**src/design/gpr_pkg.sv**
```systemverilog
// package for the gpio and port routing block
// assumes a single 200 MHz clock and an apb register bus
package gpr_pkg;
	localparam int unsigned DATA_W = 32;
	localparam int unsigned ADDR_W = 8;
	localparam int unsigned DED_PINS = 8;
	localparam int unsigned ADDR_LINES = 16;
	localparam int unsigned SER_PINS = 6;
	// byte offsets
	localparam logic [7:0] OFS_DED_DIR = 8'h00;
	localparam logic [7:0] OFS_DED_DATA = 8'h04;
	localparam logic [7:0] OFS_LINE_EN = 8'h08;
	localparam logic [7:0] OFS_LINE_DIR = 8'h0c;
	localparam logic [7:0] OFS_LINE_DATA = 8'h10;
	localparam logic [7:0] OFS_BUS_SEL = 8'h14;
	// bus select field positions
	localparam int unsigned PP_MODE_LSB = 0;
	localparam int unsigned SP1_MODE_LSB = 2;
	localparam int unsigned SP2_MODE_LSB = 4;
	localparam int unsigned MEM_WIDE_BIT = 6;
	localparam int unsigned MEM_SDRAM_BIT = 7;
	localparam int unsigned BUS_SEL_W = 8;
	// reset values and ball-package pin positions
	localparam logic [7:0] DED_DIR_RESET = 8'h00;
	localparam logic [15:0] LINE_RESET = 16'h0000;
	localparam logic [7:0] BUS_SEL_RESET = 8'h41;
	localparam logic [15:0] BALL_LINES = 16'hc000;
	localparam int unsigned DED_BALL_PIN = 5;
	typedef enum logic [1:0]
	{
		PP_DATA_MEM = 2'b00,
		PP_FULL_MEM = 2'b01,
		PP_HOST_PLAIN = 2'b10,
		PP_HOST_MUX = 2'b11
	} gpr_pp_mode_t;
	typedef enum logic [1:0]
	{
		SP_BUFFERED = 2'b00,
		SP_CARD = 2'b01,
		SP_RSVD2 = 2'b10,
		SP_RSVD3 = 2'b11
	} gpr_sp_mode_t;
	typedef struct packed
	{
		logic psel;
		logic penable;
		logic pwrite;
		logic [ADDR_W-1:0] paddr;
		logic [DATA_W-1:0] pwdata;
	} gpr_apb_req_t;
	typedef struct packed
	{
		logic [SER_PINS-1:0] o;
		logic [SER_PINS-1:0] oe;
	} gpr_pin_drive_t;
endpackage : gpr_pkg

```
**src/design/gpr_serial_route.sv**
```systemverilog
// routes one six-pin serial port to the buffered serial port or card interface
// assumes both engines and pins are on core_clk; pins already synchronised
module gpr_serial_route
(
	input wire logic core_clk,
	input wire logic reset,
	input wire logic [1:0] mode,
	input wire gpr_pkg::gpr_pin_drive_t bsp_drive,
	input wire gpr_pkg::gpr_pin_drive_t card_drive,
	input wire logic [gpr_pkg::SER_PINS-1:0] pin_in,
	output gpr_pkg::gpr_pin_drive_t pin_drive,
	output logic [gpr_pkg::SER_PINS-1:0] bsp_in,
	output logic [gpr_pkg::SER_PINS-1:0] card_in
);
	// reserved codes park the pins undriven rather than guess an engine
	always_ff @(posedge core_clk)
	begin
		if (reset)
			pin_drive <= '0;
		else if (mode == gpr_pkg::SP_BUFFERED)
			pin_drive <= bsp_drive; // RULE4
		else if (mode == gpr_pkg::SP_CARD)
			pin_drive <= card_drive; // RULE4
		else
			pin_drive <= '0;
	end

	always_ff @(posedge core_clk)
	begin
		if (reset)
		begin
			bsp_in <= '0;
			card_in <= '0;
		end
		else
		begin
			bsp_in <= (mode == gpr_pkg::SP_BUFFERED) ? pin_in : '0; // RULE4
			card_in <= (mode == gpr_pkg::SP_CARD) ? pin_in : '0; // RULE4
		end
	end

	sp_route_a: assert property (@(posedge core_clk) disable iff (reset) // RULE4
		(mode == gpr_pkg::SP_CARD) ##1 (mode == gpr_pkg::SP_CARD) |-> pin_drive == $past(card_drive))
		else $error("card routing wrong");
endmodule : gpr_serial_route

```
**src/design/gpr_top.sv**
```systemverilog
// gpio and port routing: dedicated pins, address-line gpio, port routing, apb regs
// assumes apb master on core_clk; pin inputs are asynchronous
//////////////////////////////////////////////////////////////////////////////
// Contract
// RULE1 - wide memory holds lowest address low
// RULE2 - wide async, wide sdram, narrow async read
// RULE3 - extra lowest pin only async memory
// RULE4 - serial mode 00 buffered, 01 card
// RULE5 - eight dedicated pins, independent directions
// RULE6 - direction 0 input, 1 output
// RULE7 - input pin data reads pin level
// RULE8 - output pin data drives level
// RULE9 - upper dedicated bits read zero
// RULE10 - reset makes dedicated pins inputs
// RULE11 - pin five only on ball package
// RULE12 - line gpio only in modes 00, 11
// RULE13 - enable 0 address, 1 gpio; code drives no address in modes 00, 11 and in mode 01 address on every available line except line 0 on the ball package
// RULE14 - line direction 0 input, 1 output
// RULE15 - line data drives outputs, reads inputs
// RULE16 - software sets enable before direction
// RULE17 - lines 15, 14 only ball package
// RULE18 - parallel mode field selects port use
// RULE19 - serial one mode field, 10/11 reserved
// RULE20 - disabled line never driven by gpio
module gpr_top
#(
	parameter bit BALL_PKG = 1'b1,
	parameter int unsigned NUM_DED = gpr_pkg::DED_PINS
)
(
	input wire logic core_clk,
	input wire logic reset,
	input wire logic psel,
	input wire logic penable,
	input wire logic pwrite,
	input wire logic [gpr_pkg::ADDR_W-1:0] paddr,
	input wire logic [gpr_pkg::DATA_W-1:0] pwdata,
	output logic [gpr_pkg::DATA_W-1:0] prdata,
	output logic pready,
	output logic pslverr,
	input wire logic [gpr_pkg::DED_PINS-1:0] ded_pin_in,
	output logic [gpr_pkg::DED_PINS-1:0] ded_pin_out,
	output logic [gpr_pkg::DED_PINS-1:0] ded_pin_oe,
	input wire logic [gpr_pkg::ADDR_LINES-1:0] mem_addr,
	input wire logic mem_addr_valid,
	input wire logic mem_write,
	input wire logic [gpr_pkg::ADDR_LINES-1:0] line_pin_in,
	output logic [gpr_pkg::ADDR_LINES-1:0] line_pin_out,
	output logic [gpr_pkg::ADDR_LINES-1:0] line_pin_oe,
	output logic extra_low_addr_out,
	output logic extra_low_addr_oe,
	output logic mem_write_refused,
	input wire gpr_pkg::gpr_pin_drive_t sp1_bsp_drive,
	input wire gpr_pkg::gpr_pin_drive_t sp1_card_drive,
	input wire logic [gpr_pkg::SER_PINS-1:0] sp1_pin_in,
	output gpr_pkg::gpr_pin_drive_t sp1_pin_drive,
	output logic [gpr_pkg::SER_PINS-1:0] sp1_bsp_in,
	output logic [gpr_pkg::SER_PINS-1:0] sp1_card_in
);
	if (NUM_DED != gpr_pkg::DED_PINS)
	begin : g_ded_check
		$error("dedicated pin count must be eight");
	end

	//////////////////////////////////////////////////////////////////////////////
	logic [gpr_pkg::DED_PINS-1:0] ded_dir_reg, ded_out_reg, ded_avail;
	logic [gpr_pkg::DED_PINS-1:0] ded_meta_reg, ded_sync_reg;
	logic [gpr_pkg::ADDR_LINES-1:0] line_en_reg, line_dir_reg, line_data_reg;
	logic [gpr_pkg::ADDR_LINES-1:0] line_meta_reg, line_sync_reg, line_avail, line_gpio;
	logic [gpr_pkg::BUS_SEL_W-1:0] bus_sel_reg;
	logic [gpr_pkg::SER_PINS-1:0] sp_meta_reg, sp_sync_reg;
	logic [1:0] pp_mode;
	logic gpio_mode_ok, wr_en, rd_en, mapped;
	logic [gpr_pkg::DATA_W-1:0] rd_next;
	// pin five and lines 15..14 vanish on the flatpack
	always_comb
	begin
		ded_avail = '1;
		ded_avail[gpr_pkg::DED_BALL_PIN] = BALL_PKG; // RULE11
		line_avail = BALL_PKG ? '1 : ~gpr_pkg::BALL_LINES; // RULE17
	end

	assign pp_mode = bus_sel_reg[gpr_pkg::PP_MODE_LSB +: 2]; // RULE18
	assign gpio_mode_ok = (pp_mode == gpr_pkg::PP_DATA_MEM)
		|| (pp_mode == gpr_pkg::PP_HOST_MUX); // RULE12
	assign line_gpio = gpio_mode_ok ? (line_en_reg & line_avail) : '0; // RULE13 RULE12
	// map check gates the write enable and pslverr; the read case decodes paddr itself
	function automatic logic is_mapped(input logic [gpr_pkg::ADDR_W-1:0] a);
		is_mapped = (a == gpr_pkg::OFS_DED_DIR) || (a == gpr_pkg::OFS_DED_DATA)
			|| (a == gpr_pkg::OFS_LINE_EN) || (a == gpr_pkg::OFS_LINE_DIR)
			|| (a == gpr_pkg::OFS_LINE_DATA) || (a == gpr_pkg::OFS_BUS_SEL);
	endfunction : is_mapped

	//////////////////////////////////////////////////////////////////////////////
	// apb slave, zero wait states
	assign mapped = is_mapped(paddr);
	assign wr_en = psel && penable && pwrite && mapped;
	assign rd_en = psel && !penable && !pwrite;

	always_ff @(posedge core_clk)
	begin
		if (reset)
		begin
			pready <= 1'b0;
			pslverr <= 1'b0;
		end
		else
		begin
			pready <= psel && !penable;
			pslverr <= psel && !penable && !mapped;
		end
	end

	always_comb
	begin
		rd_next = '0;
		unique case (paddr)
			gpr_pkg::OFS_DED_DIR: rd_next[7:0] = ded_dir_reg & ded_avail; // RULE9
			gpr_pkg::OFS_DED_DATA: // RULE7 RULE9
				rd_next[7:0] = ((ded_dir_reg & ded_out_reg) | (~ded_dir_reg & ded_sync_reg))
					& ded_avail;
			gpr_pkg::OFS_LINE_EN: rd_next[15:0] = line_en_reg & line_avail;
			gpr_pkg::OFS_LINE_DIR: rd_next[15:0] = line_dir_reg & line_avail;
			gpr_pkg::OFS_LINE_DATA: // RULE15
				rd_next[15:0] = ((line_dir_reg & line_data_reg)
					| (~line_dir_reg & line_sync_reg)) & line_avail;
			gpr_pkg::OFS_BUS_SEL: rd_next[7:0] = bus_sel_reg;
			default: rd_next = '0;
		endcase
	end

	always_ff @(posedge core_clk)
	begin
		if (reset)
			prdata <= '0;
		else if (rd_en)
			prdata <= rd_next;
	end

	//////////////////////////////////////////////////////////////////////////////
	// register writes; upper bits dropped
	always_ff @(posedge core_clk)
	begin
		if (reset)
			ded_dir_reg <= gpr_pkg::DED_DIR_RESET; // RULE10
		else if (wr_en && paddr == gpr_pkg::OFS_DED_DIR)
			ded_dir_reg <= pwdata[7:0] & ded_avail; // RULE5 RULE9 RULE11
	end

	always_ff @(posedge core_clk)
	begin
		if (reset)
			ded_out_reg <= gpr_pkg::DED_DIR_RESET;
		else if (wr_en && paddr == gpr_pkg::OFS_DED_DATA)
			ded_out_reg <= pwdata[7:0] & ded_avail; // RULE8 RULE9
	end

	always_ff @(posedge core_clk)
	begin
		if (reset)
		begin
			line_en_reg <= gpr_pkg::LINE_RESET;
			line_dir_reg <= gpr_pkg::LINE_RESET;
			line_data_reg <= gpr_pkg::LINE_RESET;
		end
		else if (wr_en)
		begin
			// no order enforced: software is trusted to enable first
			if (paddr == gpr_pkg::OFS_LINE_EN)
				line_en_reg <= pwdata[15:0] & line_avail; // RULE13 RULE17
			if (paddr == gpr_pkg::OFS_LINE_DIR)
				line_dir_reg <= pwdata[15:0] & line_avail; // RULE14 RULE16
			if (paddr == gpr_pkg::OFS_LINE_DATA)
				line_data_reg <= pwdata[15:0] & line_avail; // RULE15
		end
	end

	always_ff @(posedge core_clk)
	begin
		if (reset)
			bus_sel_reg <= gpr_pkg::BUS_SEL_RESET;
		else if (wr_en && paddr == gpr_pkg::OFS_BUS_SEL)
			bus_sel_reg <= pwdata[7:0]; // RULE18 RULE19
	end

	//////////////////////////////////////////////////////////////////////////////
	// two-stage synchronisers for pin inputs
	always_ff @(posedge core_clk)
	begin
		if (reset)
		begin
			ded_meta_reg <= '0;
			ded_sync_reg <= '0;
			line_meta_reg <= '0;
			line_sync_reg <= '0;
			sp_meta_reg <= '0;
			sp_sync_reg <= '0;
		end
		else
		begin
			ded_meta_reg <= ded_pin_in;
			ded_sync_reg <= ded_meta_reg; // RULE7 RULE10
			line_meta_reg <= line_pin_in;
			line_sync_reg <= line_meta_reg;
			sp_meta_reg <= sp1_pin_in;
			sp_sync_reg <= sp_meta_reg;
		end
	end

	//////////////////////////////////////////////////////////////////////////////
	// dedicated pin drivers
	always_ff @(posedge core_clk)
	begin
		if (reset)
		begin
			ded_pin_out <= '0;
			ded_pin_oe <= '0; // RULE10
		end
		else
		begin
			ded_pin_out <= ded_out_reg & ded_dir_reg; // RULE8
			ded_pin_oe <= ded_dir_reg & ded_avail; // RULE6 RULE11
		end
	end

	//////////////////////////////////////////////////////////////////////////////
	// address line mux: memory address in full memory mode on every available line except line 0 on the ball package, else gpio per line
	logic wide_mem, sdram_mem, full_mem;
	logic [gpr_pkg::ADDR_LINES-1:0] addr_word;
	assign wide_mem = bus_sel_reg[gpr_pkg::MEM_WIDE_BIT];
	assign sdram_mem = bus_sel_reg[gpr_pkg::MEM_SDRAM_BIT];
	assign full_mem = (pp_mode == gpr_pkg::PP_FULL_MEM);

	always_comb
	begin
		addr_word = mem_addr;
		if (wide_mem || sdram_mem)
			addr_word[0] = 1'b0; // RULE1
	end

	always_ff @(posedge core_clk)
	begin
		if (reset)
		begin
			line_pin_out <= '0;
			line_pin_oe <= '0;
		end
		else
		begin
			line_pin_out <= line_gpio & line_dir_reg & line_data_reg; // RULE15 RULE20
			line_pin_oe <= line_gpio & line_dir_reg; // RULE14 RULE20
			if (full_mem)
			begin
				line_pin_out <= addr_word & line_avail;
				line_pin_oe <= line_avail;
				// lowest line is released undriven on the ball package
				if (BALL_PKG)
				begin
					line_pin_out[0] <= 1'b0; // RULE3
					line_pin_oe[0] <= 1'b0;
				end
			end
		end
	end

	// extra lowest pin: async memory only, ball package only
	always_ff @(posedge core_clk)
	begin
		if (reset)
		begin
			extra_low_addr_out <= 1'b0;
			extra_low_addr_oe <= 1'b0;
		end
		else
		begin
			extra_low_addr_out <= addr_word[0] && full_mem && BALL_PKG && !sdram_mem; // RULE3
			extra_low_addr_oe <= full_mem && BALL_PKG && !sdram_mem; // RULE3 RULE1
		end
	end

	// narrow async memory is read only: writes are refused
	always_ff @(posedge core_clk)
	begin
		if (reset)
			mem_write_refused <= 1'b0;
		else
			mem_write_refused <= mem_addr_valid && mem_write && !wide_mem && !sdram_mem; // RULE2
	end

	//////////////////////////////////////////////////////////////////////////////
	gpr_serial_route u_sp1
	(
		.core_clk(core_clk),
		.reset(reset),
		.mode(bus_sel_reg[gpr_pkg::SP1_MODE_LSB +: 2]), // RULE19
		.bsp_drive(sp1_bsp_drive),
		.card_drive(sp1_card_drive),
		.pin_in(sp_sync_reg),
		.pin_drive(sp1_pin_drive),
		.bsp_in(sp1_bsp_in),
		.card_in(sp1_card_in)
	);

	//////////////////////////////////////////////////////////////////////////////
	ded_out_a: assert property (@(posedge core_clk) disable iff (reset) // RULE8
		ded_dir_reg[0] && ded_out_reg[0] |=> ded_pin_out[0] && ded_pin_oe[0])
		else $error("dedicated output not driven");
	ded_in_a: assert property (@(posedge core_clk) disable iff (reset) // RULE6
		!ded_dir_reg[3] |=> !ded_pin_oe[3])
		else $error("input pin driven");
	ded_read_a: assert property (@(posedge core_clk) disable iff (reset) // RULE7
		psel && !penable && !pwrite && paddr == gpr_pkg::OFS_DED_DATA && !ded_dir_reg[1]
		|=> prdata[1] == $past(ded_sync_reg[1]))
		else $error("input read wrong");
	upper_zero_a: assert property (@(posedge core_clk) disable iff (reset) // RULE9
		pready && !pwrite && $past(paddr) == gpr_pkg::OFS_DED_DIR |-> prdata[31:8] == '0)
		else $error("upper bits not zero");
	reset_input_a: assert property (@(posedge core_clk) // RULE10
		$past(reset) |-> ded_pin_oe == '0)
		else $error("pin driven after reset");
	line_mode_a: assert property (@(posedge core_clk) disable iff (reset) // RULE12
		pp_mode == gpr_pkg::PP_HOST_PLAIN ##1 pp_mode == gpr_pkg::PP_HOST_PLAIN
		|-> line_pin_oe == '0)
		else $error("line gpio in wrong mode");
	line_off_a: assert property (@(posedge core_clk) disable iff (reset) // RULE20
		!full_mem && !line_en_reg[2] |=> !line_pin_oe[2])
		else $error("disabled line driven");
	line_drive_a: assert property (@(posedge core_clk) disable iff (reset) // RULE15
		line_gpio[4] && line_dir_reg[4] |=> line_pin_out[4] == $past(line_data_reg[4]))
		else $error("line level wrong");
	wide_low_a: assert property (@(posedge core_clk) disable iff (reset) // RULE1
		wide_mem && full_mem |=> !extra_low_addr_out)
		else $error("lowest address not low");
	ball_only_a: assert property (@(posedge core_clk) disable iff (reset) // RULE17
		!BALL_PKG |-> line_en_reg[15:14] == 2'b00)
		else $error("ball-only line enabled");
	narrow_wr_a: assert property (@(posedge core_clk) disable iff (reset) // RULE2
		mem_addr_valid && mem_write && !wide_mem && !sdram_mem |=> mem_write_refused)
		else $error("narrow write not refused");
endmodule : gpr_top

```
**config.mk**
```make
export PLATFORM = sky130hd
export DESIGN_NAME = gpr_top
export DESIGN_NICKNAME = d
export VERILOG_FILES = /design/src/design/gpr_pkg.sv /design/src/design/gpr_serial_route.sv /design/src/design/gpr_top.sv
export SDC_FILE = /design/constraint.sdc
export NUM_CORES = 1
export LEC_CHECK = 0
export BUFFER_PORTS_ARGS = -buffer_cell sky130_fd_sc_hd__clkbuf_2
export CAP_MARGIN = 30
export CELL_PAD_IN_SITES_DETAIL_PLACEMENT = 0
export CELL_PAD_IN_SITES_GLOBAL_PLACEMENT = 1
export CORE_UTILIZATION = 40
export DETAILED_ROUTE_END_ITERATION = 7
export HOLD_SLACK_MARGIN = 0.02
export PLACE_DENSITY_LB_ADDON = 0.1
export SYNTH_ARGS = -nofsm -noshare
export SYNTH_HDL_FRONTEND = slang
export SYNTH_SLANG_ARGS = --single-unit
```
**constraint.sdc**
```tcl
create_clock -name core_clk -period 2.6 [get_ports core_clk]
set_input_delay 0.52 -clock core_clk [delete_from_list [all_inputs] [get_ports core_clk]]
set_output_delay 0.52 -clock core_clk [all_outputs]
set_load 0.02 [all_outputs]
```
==> impl_metrics.csv <==
group,metric,value,unit
cells_and_area,synthToLayoutAreaGrowth,25.21,%
floorplan,fp.dieW,144.8,microns
power_and_ir_drop,powerDensity,728.2,mW/mm^2
global_routing,grt_pass1_wl,31440,microns
logic_synthesis,syn_area,0.008159,sq mm
flow_run,drv_cap,0,
worst_setup_path,crit_path_cell_trace,"inv_1 -> ha_1 -> nor2b_1 -> buf_4 -> and3_1 -> a32o_1",
sta,min_period,1.993,ns
sta,relSlewSlack,0.5580,
worst_setup_path,reg2regPathDepth,6,
power_and_ir_drop,power.total,7439,uW
clocking,postCtsHoldBufs,0,
worst_setup_path,end_kind,"flop",
worst_setup_path,cp.buffers_inverters,2,
global_routing,grt_max_degree,45,
sta,post-route-period-util,0.7667,
floorplan,core-area,0.01972,sq mm
clocking,cts-htree-levels,1,
sta,worst_pin_slew,0.6606,ns
min_path,hp-class,"input port to flop",
logic_synthesis,synthDistinctLibCells,56,
sta,finClkSkew,0.01332,ns
worst_setup_path,max_stage_delay,0.50,ns
detailed_routing,firstDrtPassIters,4,
clocking,clkLatencyLatePin,0.51,ns
logic_synthesis,ys_seq_elements,225,
min_path,worstHoldStart,"mem_write",
detailed_routing,via_per_inst,4.760,
clocking,cts_num_sinks,225,
power_and_ir_drop,peakVddDrop,0.4117,mV
worst_setup_path,cp_slowest_cell,"nor2b_1",
clocking,clock_path_buffers,3,
cells_and_area,layout-drive-gt1-share,0.3028,
logic_synthesis,ys.flop_type,"dfxtp_1",
global_routing,overflow,0,
power_and_ir_drop,leakagePower,0.004880,uW
logic_synthesis,yosys-top-cells-area,"dfxtp_1 55%, mux2i_1 10%, nor2b_1 5.6%",
worst_setup_path,required,3.05,ns
global_routing,grt_usage,0.1973,
place,dp.final_hpwl,14950,microns
sta,rsz0062_at_grt,"false",
clocking,post_cts_buffers,0,
worst_setup_path,critPathTopFamily,"simple AND/OR/NAND/NOR gates",
clocking,cts_tree,"built",
detailed_routing,wl_per_cell,16.47,microns
floorplan,start_util,0.4138,
sta,slew_violations,0,
detailed_routing,routed_wl,20740,microns
status,outcome,"complete, no violations",
floorplan,rows,51,
logic_synthesis,yosysWarnings,0,
worst_setup_path,crit_start,"bus_sel_reg[1]",
logic_synthesis,ys_seq_area_frac,0.5521,
cells_and_area,multiInputGateArea,0.003359,sq mm
logic_synthesis,syn_avg_cell_area,10.53,sq um
worst_setup_path,r2r_start,"bus_sel_reg[1]",
sta,hold_viol,0,
place,place_congestion,0.7958,
clocking,cts_resized,0,
worst_setup_path,cp-start-kind,"flop",
cells_and_area,num-fill-cells,1880,
logic_synthesis,yosysTopAreaCell,"dfxtp_1",
logic_synthesis,synthCells,775,
clocking,numCtsBuffers,24,
clocking,clk_pin_slew,0.06,ns
detailed_routing,drc,0,
sta,fmax,501.7,MHz
logic_synthesis,yosys.area.top_type_share,0.5521,
detailed_routing,vias,5993,
cells_and_area,diodes,0,
worst_setup_path,crit_cells,6,
detailed_routing,drt_iter0_markers,283,
global_routing,grt_pass1_vias,5658,
floorplan,die_y,144.8,microns
logic_synthesis,synth_edf_count,0,
floorplan,die_area,0.02097,sq mm
logic_synthesis,async_flop_share,0,
min_path,hold_path_depth,3,
cells_and_area,nNetsFinal,1097,
global_routing,antenna_found_initial,0,
worst_setup_path,worstSetupPathType,"flop to flop",
worst_setup_path,worstPathMaxFanout,8,
worst_setup_path,worstPathArrival,2.44,ns
floorplan,ios,226,
place,io_buffers,193,
sta,tns,0,ns
sta,finalSetupViolations,0,
detailed_routing,detail-route-antenna-nets,0,
cells_and_area,seq_area,0.004504,sq mm
clocking,clock-root-buffer,"clkbuf_16",
==> Yosys cell counts, types with 5 or more instances <==
master and n:
and3_1 16, mux2i_1 84, nand2_1 27, buf_4 16, clkbuf_1 31, dfxtp_1 225, mux2_2 9, a32o_1 14
inv_1 11, nor2_1 86, a22o_1 12, or2_2 15, o211ai_1 5, buf_6 5, nor2b_1 73, a21oi_1 21
nand2b_1 12, and2_1 21, o21ai_0 15
==> per-layer routing <==
layer  vias to the layer above  global-route usage  routed length, microns  share of wire
met3                        32             0.03883                    1497          0.072
met2                       211              0.2877                    8545           0.41
met1                      2711              0.2921                   10300           0.50
met5                         -                   0                       0              0
met4                         0             0.05485                     392          0.019
li1                       3039                   -                       -              -
==> report_power, final <==
group	switching, uW	leakage (uW)	internal [uW]
Clock	1330	0.000391	2080
Sequential	26.6	0.00184	3540
Combinational	277	0.00265	181
Total	1640	0.00488	5800
==> final cells by class <==
| cell class | count | area share |
|---|---|---|
| sequential | 225 | 0.4409 |
| clock buffer | 32 | 0.06871 |
| timing repair buffer | 220 | 0.1146 |
| clock inverter | 9 | 0.01004 |
| multi-input combinational | 496 | 0.3288 |
| inverter | 12 | 0.004409 |
| tap | 265 | 0.03246 |
==> kinds of logic after synthesis <==
kind of cell,share of synthesized area
simple gates,0.1955
compound gates,0.09063
fa+ha+maj,0.001533
mux,0.1155
buf+inv,0.04432
other cells,0.0004596
flops,0.5521
==> path summary, 6_finish.rpt <==
kind,endpoint,slack (ns)
max,line_pin_out[6],0.61
min,mem_write_refused,0.21
max reg2reg,line_pin_out[6],0.61
min reg2reg,line_sync_reg[6],0.43
==> placed cells by master (no fill, tap or decap), types with 3 or more instances in the layout <==
master and instances:
a211oi_1 3, a21oi_1 21, a22o_1 12, a311o_1 3, a311oi_1 3, a31oi_1 3, a32o_1 14, and2_1 21
and3_1 16, buf_4 28, clkbuf_16 25, clkbuf_2 192, clkbuf_8 5, clkinv_2 4, clkinvlp_4 3, conb_1 16
dfxtp_1 225, inv_1 11, mux2_2 9, mux2i_1 84, nand2_1 27, nand2b_1 12, nand3_1 4, nand4_2 4
nor2_1 86, nor2b_1 73, nor3_1 3, nor3b_1 3, nor4_1 3, o211ai_1 5, o21ai_0 15, o221a_2 3
o31ai_1 4, o41ai_1 3, or2_2 15, or3b_2 4
==> per-stage QoR <==
step | cell area, sq um | setup WS [ns] | std cells | util | hold slack, ns
2_1_floorplan | 8215 | 0.6044 | 790 | - | 0.4138
3_3_place_gp | 9412 | 0.3265 | 1218 | 0.4773 | 0.4160
3_5_place_dp | 9412 | 0.3171 | 1218 | 0.4773 | 0.4204
4_1_cts | 10220 | 0.5669 | 1259 | 0.5181 | 0.1893
5_1_grt | 10220 | 0.4818 | 1259 | 0.5181 | 0.2126
6_report | 10220 | 0.6067 | 1259 | 0.5181 | 0.2120
==> worst min-delay path: stages <==
cell and delay (ns):
clkbuf_2 0.08, nand2_1 0.04, nor4_1 0.03
Note: power is estimated with default switching activity, not from simulation.
